<file path="src/rtl/ftp_pkg.sv">
// package for the fast timer pwm block: register map, fields, reset values
// and timing counts. assumes a 125 MHz aclk and 32-bit axi4-lite access.
package ftp_pkg;
   // register indices; byte address is four times the index
   localparam logic [7:0] IDX_SYNTH_CTRL_STATUS = 8'h27;
   localparam logic [7:0] IDX_CMP_B             = 8'h2B;
   localparam logic [7:0] IDX_TOP               = 8'h2D;
   localparam logic [7:0] IDX_CMP_A             = 8'h2E;
   localparam logic [7:0] IDX_COUNT             = 8'h2F;
   localparam logic [7:0] IDX_CTRL              = 8'h30;
   localparam logic [7:0] IDX_TIMER_FLAG_REG    = 8'h38;
   localparam logic [7:0] IDX_IRQ_MASK          = 8'h39;
   // synth_ctrl_status fields
   localparam int B_HALF_RATE_SEL = 7;
   localparam int B_FAST_CLK_SEL  = 2;
   localparam int B_SYNTH_EN      = 1;
   localparam int B_SYNTH_LOCKED  = 0;
   // flag and mask fields (same positions in both registers)
   localparam int B_CMP_A = 6;
   localparam int B_CMP_B = 5;
   localparam int B_WRAP  = 2;
   // control register fields
   localparam int B_CLR_ON_MATCH_A = 7;
   localparam int B_PWM_A_EN       = 6;
   localparam int B_OUT_MODE_A     = 4;
   localparam int B_PWM_B_EN       = 3;
   localparam int B_OUT_MODE_B     = 1;
   localparam int B_TIMER_RUN      = 0;
   // reset values
   localparam logic [7:0] RST_BYTE = 8'h00;
   localparam logic [7:0] RST_TOP  = 8'hFF;
   // output modes
   localparam logic [1:0] MODE_OFF   = 2'b00;
   localparam logic [1:0] MODE_PAIR  = 2'b01;
   localparam logic [1:0] MODE_CLR   = 2'b10;
   localparam logic [1:0] MODE_SET   = 2'b11;
   // axi responses
   localparam logic [1:0] RESP_OKAY   = 2'b00;
   localparam logic [1:0] RESP_SLVERR = 2'b10;
   // timing
   localparam int CLK_PERIOD_PS = 8000;
   localparam int LOCK_TIME_US  = 100;
   localparam int LOCK_CYCLES   = (LOCK_TIME_US * 1000000) / CLK_PERIOD_PS;
   localparam int FAST_DIV      = 2;  // 125 MHz / 2, nearest to 64 MHz
   localparam int HALF_DIV      = 4;  // half of the fast rate
endpackage : ftp_pkg

</file>
<file path="src/rtl/ftp_timer.sv">
// fast timer pwm generator with axi4-lite register access.
// assumes one clock (aclk); the fast peripheral clock is modelled as a
// tick enable derived from aclk, so no second clock domain exists.
`timescale 1ns/1ps
// How it works
// - compare matches set cmp_a_flag bit 6, cmp_b_flag bit 5; ack or w1c clears
// - compare irqs need global enable, own enable and own flag
// - with both pwm enables low, wrap_flag sets on counter overflow
// - with any pwm enable high, wrap_flag sets on top_value match
// - a clear from clear_on_match_a never sets wrap_flag
// - wrap_flag clears on ack or one cycle after w1c; zero writes ignored
// - wrap irq requested only the cycle after global, wrap enable and flag all high
// - half_rate_sel zero gives full fast rate, one halves it
// - reserved bits of status and flag registers read zero
// - fast_clk_sel picks fast peripheral ticks, else system clock ticks
// - fast_clk_sel write of one only accepted when synth_en already one
// - synth_en starts the synth; forced one when it clocks the system
// - synth_locked read-only, sets after about 100 us of enable
// - pwm counter counts zero to top_value then restarts at zero
// - each channel drives a true output, plus an inverted one in pair mode only; zero dead time
// - output modes off, pair, clear-on-match, set-on-match
// - pwm compare writes held, moved to active at top match
// - reads of a pending compare return the held value
// - compare at zero or top gives a static output level
// - pwm period is top_value plus one timer ticks
// - pwm_b_en enables channel b pwm; counter zero after top match
// - only counting onto a compare value makes a match
module ftp_timer
   import ftp_pkg::*;
#(
   parameter int LOCK_CYC = ftp_pkg::LOCK_CYCLES
) (
   input  wire logic        aclk,
   input  wire logic        aresetn,
   input  wire logic [11:0] s_axi_awaddr,
   input  wire logic        s_axi_awvalid,
   output logic             s_axi_awready,
   input  wire logic [31:0] s_axi_wdata,
   input  wire logic [3:0]  s_axi_wstrb,
   input  wire logic        s_axi_wvalid,
   output logic             s_axi_wready,
   output logic [1:0]       s_axi_bresp,
   output logic             s_axi_bvalid,
   input  wire logic        s_axi_bready,
   input  wire logic [11:0] s_axi_araddr,
   input  wire logic        s_axi_arvalid,
   output logic             s_axi_arready,
   output logic [31:0]      s_axi_rdata,
   output logic [1:0]       s_axi_rresp,
   output logic             s_axi_rvalid,
   input  wire logic        s_axi_rready,
   input  wire logic        global_irq_en,
   input  wire logic        synth_is_sys_clk,
   input  wire logic        ack_cmp_a,
   input  wire logic        ack_cmp_b,
   input  wire logic        ack_wrap,
   output logic             irq_cmp_a,
   output logic             irq_cmp_b,
   output logic             irq_wrap,
   output logic             out_a_pin,
   output logic             out_a_pin_oe,
   output logic             out_a_inv,
   output logic             out_a_inv_oe,
   output logic             out_b_pin,
   output logic             out_b_pin_oe,
   output logic             out_b_inv,
   output logic             out_b_inv_oe
);
   import ftp_pkg::*;

   typedef struct packed {
      logic        aw_held;
      logic        awready;
      logic        wready;
      logic [7:0]  aw_idx;
      logic        w_held;
      logic [7:0]  w_data;
      logic        w_lane0;
      logic        bvalid;
      logic [1:0]  bresp;
      logic        arready;
      logic        rvalid;
      logic [7:0]  rdata;
      logic [1:0]  rresp;
      logic        clr_on_match_a;
      logic        pwm_a_en;
      logic [1:0]  out_mode_a;
      logic        pwm_b_en;
      logic [1:0]  out_mode_b;
      logic        run;
      logic        half_rate_sel;
      logic        fast_clk_sel;
      logic        synth_en;
      logic        locked;
      logic [31:0] lock_cnt;
      logic [2:0]  div;
      logic [7:0]  count;
      logic        counted;
      logic [7:0]  top;
      logic [7:0]  cmp_a_hold;
      logic [7:0]  cmp_a_act;
      logic [7:0]  cmp_b_hold;
      logic [7:0]  cmp_b_act;
      logic [2:0]  irq_en;   // {a, b, wrap}
      logic [2:0]  flags;    // {a, b, wrap}
      logic [2:0]  clr_pend; // {a, b, wrap}
      logic [2:0]  irq;
      logic [7:0]  pins;     // {a, a_oe, ai, ai_oe, b, b_oe, bi, bi_oe}
   } ftp_state_t;

   ftp_state_t st_q;
   ftp_state_t st_d;

   // pwm level of the true output for one channel
   function automatic logic pwm_level(input logic [1:0] mode,
                                      input logic [7:0] cnt,
                                      input logic [7:0] cmp,
                                      input logic [7:0] top);
      logic hi;
      hi = 1'b0;
      if (cmp == 8'h00) begin
         hi = 1'b0;
      end else if (cmp >= top) begin
         hi = 1'b1;
      end else begin
         hi = (cnt >= 8'h01) && (cnt < cmp);
      end
      pwm_level = (mode == MODE_SET) ? ~hi : hi;
   endfunction : pwm_level

   // true, true_oe, inverted, inverted_oe for one channel
   function automatic logic [3:0] pair_pins(input logic en,
                                            input logic [1:0] mode,
                                            input logic lvl);
      logic [3:0] p;
      p = 4'h0;
      if (en && mode != MODE_OFF) begin
         p[3] = lvl;
         p[2] = 1'b1;
         if (mode == MODE_PAIR) begin
            p[1] = ~lvl;
            p[0] = 1'b1;
         end
      end
      pair_pins = p;
   endfunction : pair_pins

   logic       wr_go;
   logic       rd_go;
   logic       tick;
   logic       pwm_mode;
   logic       eff_synth;
   logic [2:0] div_lim;
   logic [2:0] set_ev;
   logic       hit_top;
   logic       hit_a;
   logic       hit_b;
   logic       wr_count;
   logic [7:0] rd_val;
   logic       rd_ok;

   always_comb begin
      st_d      = st_q;
      pwm_mode  = st_q.pwm_a_en | st_q.pwm_b_en;
      eff_synth = st_q.synth_en | synth_is_sys_clk;
      wr_go     = st_q.aw_held && st_q.w_held && !st_q.bvalid;
      rd_go     = s_axi_arvalid && st_q.arready;
      wr_count  = wr_go && st_q.w_lane0 && st_q.aw_idx == IDX_COUNT;
      set_ev    = 3'b000;

      // timer tick source
      if (!st_q.fast_clk_sel) begin
         div_lim = 3'h1;
      end else if (st_q.half_rate_sel) begin
         div_lim = 3'(HALF_DIV);
      end else begin
         div_lim = 3'(FAST_DIV);
      end
      tick = st_q.run && (st_q.div >= div_lim - 3'h1);
      if (!st_q.run || tick) begin
         st_d.div = 3'h0;
      end else begin
         st_d.div = st_q.div + 3'h1;
      end

      // matches only count when the counter stepped onto the value
      hit_top = tick && st_q.counted && st_q.count == st_q.top;
      hit_a   = tick && st_q.counted && st_q.count == st_q.cmp_a_act;
      hit_b   = tick && st_q.counted && st_q.count == st_q.cmp_b_act;
      set_ev[2] = hit_a;
      set_ev[1] = hit_b;

      if (tick) begin
         st_d.counted = 1'b1;
         if (pwm_mode && hit_top) begin
            st_d.count = 8'h00;
            set_ev[0]  = 1'b1;
            st_d.cmp_a_act = st_q.cmp_a_hold;
            st_d.cmp_b_act = st_q.cmp_b_hold;
         end else if (!pwm_mode && st_q.clr_on_match_a && hit_a) begin
            st_d.count = 8'h00;
         end else begin
            st_d.count = st_q.count + 8'h01;
            set_ev[0]  = !pwm_mode && st_q.count == 8'hFF;
         end
      end

      // synth enable and lock
      if (!eff_synth) begin
         st_d.lock_cnt = 32'h0000_0000;
         st_d.locked   = 1'b0;
      end else if (st_q.lock_cnt >= 32'(LOCK_CYC - 1)) begin
         st_d.locked   = 1'b1;
      end else begin
         st_d.lock_cnt = st_q.lock_cnt + 32'h0000_0001;
      end
      if (!eff_synth) begin
         st_d.fast_clk_sel = 1'b0;
      end

      // flags: set beats the delayed clear and the ack
      st_d.flags = (st_q.flags & ~st_q.clr_pend
                    & ~{ack_cmp_a, ack_cmp_b, ack_wrap})
                   | set_ev;
      st_d.clr_pend = 3'b000;
      st_d.irq = st_q.flags & st_q.irq_en & {3{global_irq_en}};

      // axi write channels
      if (s_axi_awvalid && !st_q.aw_held) begin
         st_d.aw_held = 1'b1;
         st_d.aw_idx  = s_axi_awaddr[9:2];
      end
      if (s_axi_wvalid && !st_q.w_held) begin
         st_d.w_held  = 1'b1;
         st_d.w_data  = s_axi_wdata[7:0];
         st_d.w_lane0 = s_axi_wstrb[0];
      end
      if (st_q.bvalid && s_axi_bready) begin
         st_d.bvalid = 1'b0;
      end
      if (wr_go) begin
         st_d.aw_held = 1'b0;
         st_d.w_held  = 1'b0;
         st_d.bvalid  = 1'b1;
         st_d.bresp   = RESP_OKAY;
         unique case (st_q.aw_idx)
            IDX_SYNTH_CTRL_STATUS: if (st_q.w_lane0) begin
               st_d.half_rate_sel = st_q.w_data[B_HALF_RATE_SEL];
               st_d.synth_en      = st_q.w_data[B_SYNTH_EN];
               st_d.fast_clk_sel  = st_q.w_data[B_FAST_CLK_SEL]
                                    & eff_synth;
            end
            IDX_CMP_A: if (st_q.w_lane0) begin
               st_d.cmp_a_hold = st_q.w_data;
               if (!pwm_mode) st_d.cmp_a_act = st_q.w_data;
            end
            IDX_CMP_B: if (st_q.w_lane0) begin
               st_d.cmp_b_hold = st_q.w_data;
               if (!pwm_mode) st_d.cmp_b_act = st_q.w_data;
            end
            IDX_TOP: if (st_q.w_lane0) st_d.top = st_q.w_data;
            IDX_COUNT: if (st_q.w_lane0) begin
               st_d.count   = st_q.w_data;
               st_d.counted = 1'b0;
            end
            IDX_CTRL: if (st_q.w_lane0) begin
               st_d.clr_on_match_a = st_q.w_data[B_CLR_ON_MATCH_A];
               st_d.pwm_a_en   = st_q.w_data[B_PWM_A_EN];
               st_d.out_mode_a = st_q.w_data[B_OUT_MODE_A +: 2];
               st_d.pwm_b_en   = st_q.w_data[B_PWM_B_EN];
               st_d.out_mode_b = st_q.w_data[B_OUT_MODE_B +: 2];
               st_d.run        = st_q.w_data[B_TIMER_RUN];
            end
            IDX_TIMER_FLAG_REG: if (st_q.w_lane0) begin
               // the clear lands one cycle later, as a sync stage would
               st_d.clr_pend = {st_q.w_data[B_CMP_A], st_q.w_data[B_CMP_B],
                                st_q.w_data[B_WRAP]};
            end
            IDX_IRQ_MASK: if (st_q.w_lane0) begin
               st_d.irq_en = {st_q.w_data[B_CMP_A], st_q.w_data[B_CMP_B],
                              st_q.w_data[B_WRAP]};
            end
            default: st_d.bresp = RESP_SLVERR;
         endcase
      end
      if (wr_count) begin
         st_d.count   = st_q.w_data;
      end

      // axi read
      rd_val = 8'h00;
      rd_ok  = 1'b1;
      unique case (s_axi_araddr[9:2])
         IDX_SYNTH_CTRL_STATUS: begin
            rd_val[B_HALF_RATE_SEL] = st_q.half_rate_sel;
            rd_val[B_FAST_CLK_SEL]  = st_q.fast_clk_sel;
            rd_val[B_SYNTH_EN]      = eff_synth;
            rd_val[B_SYNTH_LOCKED]  = st_q.locked;
         end
         IDX_CMP_A: rd_val = st_q.cmp_a_hold;
         IDX_CMP_B: rd_val = st_q.cmp_b_hold;
         IDX_TOP:   rd_val = st_q.top;
         IDX_COUNT: rd_val = st_q.count;
         IDX_CTRL:  rd_val = {st_q.clr_on_match_a, st_q.pwm_a_en,
                              st_q.out_mode_a, st_q.pwm_b_en,
                              st_q.out_mode_b, st_q.run};
         IDX_TIMER_FLAG_REG: begin
            rd_val[B_CMP_A] = st_q.flags[2];
            rd_val[B_CMP_B] = st_q.flags[1];
            rd_val[B_WRAP]  = st_q.flags[0];
         end
         IDX_IRQ_MASK: begin
            rd_val[B_CMP_A] = st_q.irq_en[2];
            rd_val[B_CMP_B] = st_q.irq_en[1];
            rd_val[B_WRAP]  = st_q.irq_en[0];
         end
         default: rd_ok = 1'b0;
      endcase
      if (rd_go) begin
         st_d.arready = 1'b0;
         st_d.rvalid  = 1'b1;
         st_d.rdata   = rd_val;
         st_d.rresp   = rd_ok ? RESP_OKAY : RESP_SLVERR;
      end else if (st_q.rvalid && s_axi_rready) begin
         st_d.rvalid  = 1'b0;
         st_d.arready = 1'b1;
      end

      // ready flags are registered copies so the ports come from flops
      st_d.awready = !st_d.aw_held;
      st_d.wready  = !st_d.w_held;

      // pins follow the registered counter state
      st_d.pins = {pair_pins(st_q.pwm_a_en, st_q.out_mode_a,
                             pwm_level(st_q.out_mode_a, st_q.count,
                                       st_q.cmp_a_act, st_q.top)),
                   pair_pins(st_q.pwm_b_en, st_q.out_mode_b,
                             pwm_level(st_q.out_mode_b, st_q.count,
                                       st_q.cmp_b_act, st_q.top))};
   end

   always_ff @(posedge aclk) begin
      if (!aresetn) begin
         st_q            <= '0;
         st_q.arready    <= 1'b1;
         st_q.awready    <= 1'b1;
         st_q.wready     <= 1'b1;
         st_q.top        <= RST_TOP;
         st_q.cmp_a_hold <= RST_BYTE;
         st_q.cmp_b_hold <= RST_BYTE;
      end else begin
         st_q <= st_d;
      end
   end

   assign s_axi_awready = st_q.awready;
   assign s_axi_wready  = st_q.wready;
   assign s_axi_bvalid  = st_q.bvalid;
   assign s_axi_bresp   = st_q.bresp;
   assign s_axi_arready = st_q.arready;
   assign s_axi_rvalid  = st_q.rvalid;
   assign s_axi_rdata   = {24'h00_0000, st_q.rdata};
   assign s_axi_rresp   = st_q.rresp;
   assign irq_cmp_a     = st_q.irq[2];
   assign irq_cmp_b     = st_q.irq[1];
   assign irq_wrap      = st_q.irq[0];
   assign out_a_pin     = st_q.pins[7];
   assign out_a_pin_oe  = st_q.pins[6];
   assign out_a_inv     = st_q.pins[5];
   assign out_a_inv_oe  = st_q.pins[4];
   assign out_b_pin     = st_q.pins[3];
   assign out_b_pin_oe  = st_q.pins[2];
   assign out_b_inv     = st_q.pins[1];
   assign out_b_inv_oe  = st_q.pins[0];
endmodule : ftp_timer

</file>
<file path="config.mk">
export PLATFORM = sky130hd
export DESIGN_NAME = ftp_timer
export DESIGN_NICKNAME = d
export VERILOG_FILES = /design/src/rtl/ftp_pkg.sv /design/src/rtl/ftp_timer.sv
export SDC_FILE = /design/constraint.sdc
export NUM_CORES = 1
export LEC_CHECK = 0
export BUFFER_PORTS_ARGS = -buffer_cell sky130_fd_sc_hd__buf_2
export CORE_ASPECT_RATIO = 1.4
export CORE_UTILIZATION = 35
export DETAILED_ROUTE_END_ITERATION = 8
export GPL_TIMING_DRIVEN = 0
export PLACE_DENSITY = 0.58
export SETUP_SLACK_MARGIN = 0.05
export SLEW_MARGIN = 10
export SYNTH_ARGS = -nofsm -noshare
export SYNTH_HDL_FRONTEND = slang
export SYNTH_SLANG_ARGS = --single-unit
</file>
<file path="constraint.sdc">
create_clock -name aclk -period 6.9 [get_ports aclk]
set_clock_uncertainty 0.15 [all_clocks]
set_input_delay 0.69 -clock aclk [delete_from_list [all_inputs] [get_ports aclk]]
set_output_delay 0.69 -clock aclk [all_outputs]
set_load 0.01 [all_outputs]
</file>
# After elaboration in Yosys (flattened, before gate mapping)
# Cells that the tools add are included.
# word_totals
regBits	152
latchBits	0
mem_bits_rw	0
rom_bits	0
inputBits	72
out_inout_bits	52
n_memories	0
# op_classes
addsub	4
mul	0
n_div	0
n_lt_le_gt_ge	7
n_eq_ne	24
n_shift	0
muxes	56
bitwise	15
n_reduce_logical	51
# op_table
cell	count
equality test 8 x 6 -> 1 bit, second input constant	16
two-way mux 8 bit	11
two-way mux 16 bit	4
two-way mux 52 bit	1
adder 32 x 1 -> 32 bit, second input constant	1
greater-or-equal comparator 32 x 14 -> 1 bit, second input constant	1
two-way mux 9 bit	3
equality test 8 bit	3
AND reduction 3 bit	8
logical AND 1 bit	22
two-way mux 3 bit	7
two-way mux 2 bit	9
greater-or-equal comparator 8 bit	2
logical NOT 8 bit	2
less-than comparator 8 bit	2
OR reduction 8 bit	2
two-way mux 1 bit	15
one-hot mux 2 bit (7 select lines)	1
bitwise AND 3 bit	4
one-hot mux 2 bit (6 select lines)	1
two-way mux 10 bit	1
one-hot mux 2 bit (5 select lines)	1
adder 8 x 1 -> 8 bit, second input constant	1
equality test 8 bit, second input constant	1
19 further kinds	38

# Longest topological paths before layout
# depth
ltp_word	15
mapped_depth	9

# Least setup slack after synthesis
# No wires, ideal clock.
# synth_path
kind	register to register
from	register st_q[106] in the netlist's numbering
to	register st_q[40] in the netlist's numbering
t_arrival_ps	2073
path_slack_ps	4546
stages_incl_launch_ff	10
n_path_buf	2
path_cell_list	dfxtp_1 nand2_1 ha_1 nand2_1 o21ai_1 and4_1 buf_2 buf_2 mux2i_1 a21oi_1
# synth_via
elab_chain_cells	13
# synth_lines
element	line_no	rtl
from (decl)	ftp_timer.sv:111	ftp_state_t st_q;
from (signal assigned)	ftp_timer.sv:352	st_q <= st_d;
two-way mux 3 bit *	ftp_timer.sv:172	if (!st_q.fast_clk_sel) begin
subtractor 3 x 1 -> 3 bit *	ftp_timer.sv:179	tick = st_q.run && (st_q.div >= div_lim - 3'h1);
greater-or-equal comparator 3 bit *	ftp_timer.sv:179	
logical AND 1 bit *	ftp_timer.sv:179	
logical AND 1 bit (2 in series)	ftp_timer.sv:187	hit_top = tick && st_q.counted && st_q.count == st_q.top;
logical AND 1 bit	ftp_timer.sv:195	if (pwm_mode && hit_top) begin
two-way mux 8 bit	ftp_timer.sv:195	
two-way mux 8 bit *	ftp_timer.sv:193	if (tick) begin
two-way mux 8 bit	ftp_timer.sv:255	if (!pwm_mode) st_d.cmp_a_act = st_q.w_data;
two-way mux 16 bit	ftp_timer.sv:253	IDX_CMP_A: if (st_q.w_lane0) begin
two-way mux 16 bit	ftp_timer.sv:246	unique case (st_q.aw_idx)
two-way mux 52 bit *	ftp_timer.sv:241	if (wr_go) begin
# Mark *: on every way between the ends. The rest lies on a longest branch, timed or not.
# A chain may end at the register's enable or synchronous reset.

# Worst setup path after layout
# layout_path
from	register st_q[106] in the netlist's numbering
to	register st_q[21] in the netlist's numbering
# layout_via
elab_chain_cells	13
# layout_lines
element	line_no	rtl
two-way mux 3 bit *	ftp_timer.sv:172	
subtractor 3 x 1 -> 3 bit *	ftp_timer.sv:179	
greater-or-equal comparator 3 bit *	ftp_timer.sv:179	
logical AND 1 bit *	ftp_timer.sv:179	
logical AND 1 bit (2 in series)	ftp_timer.sv:187	
logical AND 1 bit	ftp_timer.sv:195	
two-way mux 8 bit	ftp_timer.sv:195	
two-way mux 8 bit *	ftp_timer.sv:193	
two-way mux 8 bit	ftp_timer.sv:259	if (!pwm_mode) st_d.cmp_b_act = st_q.w_data;
two-way mux 16 bit	ftp_timer.sv:257	IDX_CMP_B: if (st_q.w_lane0) begin
two-way mux 16 bit	ftp_timer.sv:246	
two-way mux 52 bit *	ftp_timer.sv:241	
# Marked as above.

==> reports/results.ini <==
[status]
status=finished clean

[power]
p_total_mw=1.976
power_density_nw_per_um2=221.1
irDropWorstVdd_mv=0.1333
leakagePower_nw=3.663

[sta]
final_max_slew_viol_count=0
hold_violations=0
fmax_mhz=323.1
worst_pin_slew_ns=0.8415
finalSetupViolCount=0
grt_setup_unrepaired=no
finalCritPeriodShare_pct=44.86
min_period_ns=3.095
maxSlewHeadroom_pct=43.52
setup_tns_ns=0

[drt]
routed_wl_mm=21.56
dr_total_vias=6325
drc_errors=0
ant_nets=0
drt_iter0_markers=287
drtPass1Iterations=7
routed_via_density=5.101
avgRoutedWirePerCell_um=17.39

[setup_path]
crit_family=compound AO/OA/AOI/OAI gates
startpoint=st_q[106]$_SDFF_PN0_
ff2ff_path_depth=9
crit_slowest_cell=o21ai_1
crit_path_start_kind=flop
path_cells=nand2_1 > ha_1 > nand2_1 > o21ai_1 > and4_1 > buf_2 > buf_2 > mux2i_1 > a21oi_1
slowest_delay_ns=0.65
rr_endpoint=st_q[21]$_SDFF_PN0_
cp_max_fo=10
cp-endpoint=st_q[21]$_SDFF_PN0_
rrSetupSlack_ns=3.80
cp.required_ns=7.06
crit_type=flop to flop
arrival_ns=3.25
critPathBufInv=2
r2r_start=st_q[106]$_SDFF_PN0_
crit_path_end_kind=flop
cp_num_cells=9

[global_route]
overflow=0
grt_start_max_net_pins=17
grt_pass1_vias=6083
grt_pass1_wl_mm=33.55
grt_util_met1_pct=22.84
track_usage_pct=19.88
use_met2_pct=36.21
antenna_found_initial=0
grt_use_met3_pct=2.485
grt.busiest_layer=met2

[final_layout]
top_register=st_q
num-fill-cells=2129
seqCellArea_um2=3003
mostFrequentLayoutCells=150 x dfxtp_1, 74 x nand2_1, 68 x buf_2
num-nets-final=1079
multi_input_area_um2=4120
drive_gt1_share_pct=15.20
largest_reg_flops=124
diodes=0
mostFrequentLayoutCell=dfxtp_1
area_growth_pct=17.68
finalInstanceArea_um2=8937

[logic_synthesis]
synthArstFlopShare_pct=0
synth_seq_area_share_pct=39.54
ys_warn_count=0
synth_cells=861
ys_types=57
avgSynthCellArea_um2=8.821
synth_edf_count=0
ys_ff_latch=150
synth.cell_area_um2=7595
synth-main-ff-cell=dfxtp_1

[clock_tree]
cts_hold_buf=0
path_clk_slew_ns=0.06
numCtsBuffers=17
cts_tree=built
cts-root-buf=clkbuf_16
cts_setup_buffers=0
clock-sinks=150
cts.path.max_buffers=2
htree_levels=4
cts_resized=0
clk_latency_ns=0.43

[placement]
routabilityCongestion=0.8981
hpwl_mm=16.40
portBuffers=62
placed_cell_area_um2=8324

[die]
core_um2=21200
rows=63
dieWidth_um=126.5
ioPinCount=124
initial_core_util_pct=35.82
die_height_um=176.3
die_area_um2=22300

[run]
cap_violations=0

[min_path]
min_path_type=flop to flop

==> through the flow <==
| step | worst slack, ns | hold slack, ns | cells | util, % |
|---|---|---|---|---|
| 5_1_grt | 3.665 | 0.3259 | 1240 | 42.15 |
| 4_1_cts | 3.861 | 0.3129 | 1240 | 42.13 |
| 2_1_floorplan | 4.546 | 0.2673 | 886 | - |
| 6_report | 3.805 | 0.3099 | 1240 | 42.15 |
| 3_5_place_dp | 3.879 | 0.2947 | 1208 | 39.26 |
| 3_3_place_gp | 3.904 | 0.2871 | 1208 | 39.26 |
==> where the power goes <==
part | leakage [nW] | switching [mW] | internal, mW
sequential | 1.21 | 0.0122 | 0.880
combinational | 2.16 | 0.0739 | 0.0531
clock | 0.287 | 0.390 | 0.567
==> worst min path at each step <==
stage	cells past startpoint	to	start
floorplan	1	st_q[69]$_SDFF_PP0_	st_q[69]$_SDFF_PP0_
global placement	1	st_q[69]$_SDFF_PP0_	st_q[69]$_SDFF_PP0_
detailed placement	1	st_q[102]$_SDFFE_PN0N_	st_q[102]$_SDFFE_PN0N_
CTS	1	st_q[86]$_SDFFE_PN0N_	st_q[86]$_SDFFE_PN0N_
global route	1	st_q[101]$_SDFFE_PN0N_	st_q[101]$_SDFFE_PN0N_
finish	1	st_q[94]$_SDFFE_PN0N_	st_q[94]$_SDFFE_PN0N_
==> final cells by class <==
class,count,share of cell area [%]
buffer,81,4.998
sequential,150,33.60
clock buffer,20,5.222
clock inverter,12,1.582
timing repair buffer,62,3.472
inverter,33,1.386
tap,260,3.640
multi-input combinational,622,46.10
==> cell families after synthesis <==
group           Yosys count  share of synthesized area [%]
compound gates          177                          14.22
other cells               2                        0.09888
mux                      66                          8.797
flops                   150                          39.54
buf+inv                 114                          7.512
simple gates            296                          21.40
xor+xnor                 16                          1.845
fa+ha+maj                40                          6.590
==> worst register-to-register path, stage by stage (launching register included) <==
cell and delay [ns]:
dfxtp_1 0.46, nand2_1 0.10, ha_1 0.28, nand2_1 0.04
o21ai_1 0.65, and4_1 0.30, buf_2 0.28, buf_2 0.39
mux2i_1 0.24, a21oi_1 0.09
==> Yosys cell counts (3+ instances only) <==
| cell | number | area [um^2] |
|---|---|---|
| and3_1 | 8 | 50.05 |
| a21oi_1 | 51 | 255.2 |
| nor2b_1 | 47 | 294.0 |
| inv_1 | 33 | 123.9 |
| or3_1 | 7 | 43.79 |
| dfxtp_1 | 150 | 3003 |
| a211oi_1 | 7 | 52.55 |
| nand2_1 | 74 | 277.8 |
| nor4_1 | 8 | 50.05 |
| o31ai_1 | 7 | 52.55 |
| o22ai_1 | 3 | 18.77 |
| nand3_1 | 16 | 80.08 |
| xor2_1 | 14 | 122.6 |
| and2_1 | 27 | 168.9 |
| mux2i_1 | 60 | 600.6 |
| nor2_1 | 38 | 142.6 |
| o211ai_1 | 11 | 82.58 |
| clkbuf_1 | 39 | 146.4 |
| buf_2 | 6 | 30.03 |
| a2bb2oi_1 | 4 | 35.03 |
| buf_4 | 36 | 270.3 |
| a22oi_1 | 11 | 82.58 |
| nor3_1 | 11 | 55.05 |
| ha_1 | 40 | 500.5 |
| nor4b_1 | 3 | 26.28 |
| nor3b_1 | 6 | 45.04 |
| and4_1 | 3 | 26.28 |
| nand2b_1 | 7 | 43.79 |
| nand4_1 | 13 | 81.33 |
| a21boi_0 | 15 | 112.6 |
| a221oi_1 | 3 | 26.28 |
| o21ai_0 | 53 | 265.3 |
| mux2_2 | 6 | 67.56 |
| or4_1 | 14 | 105.1 |
==> metal layers <==
metal,routed length (um),vias up
met3,766,45
met1,8983,2912
li1,-,3198
met4,758,0
met5,0,-
met2,11050,170
Power figures use the tool's default switching activity.
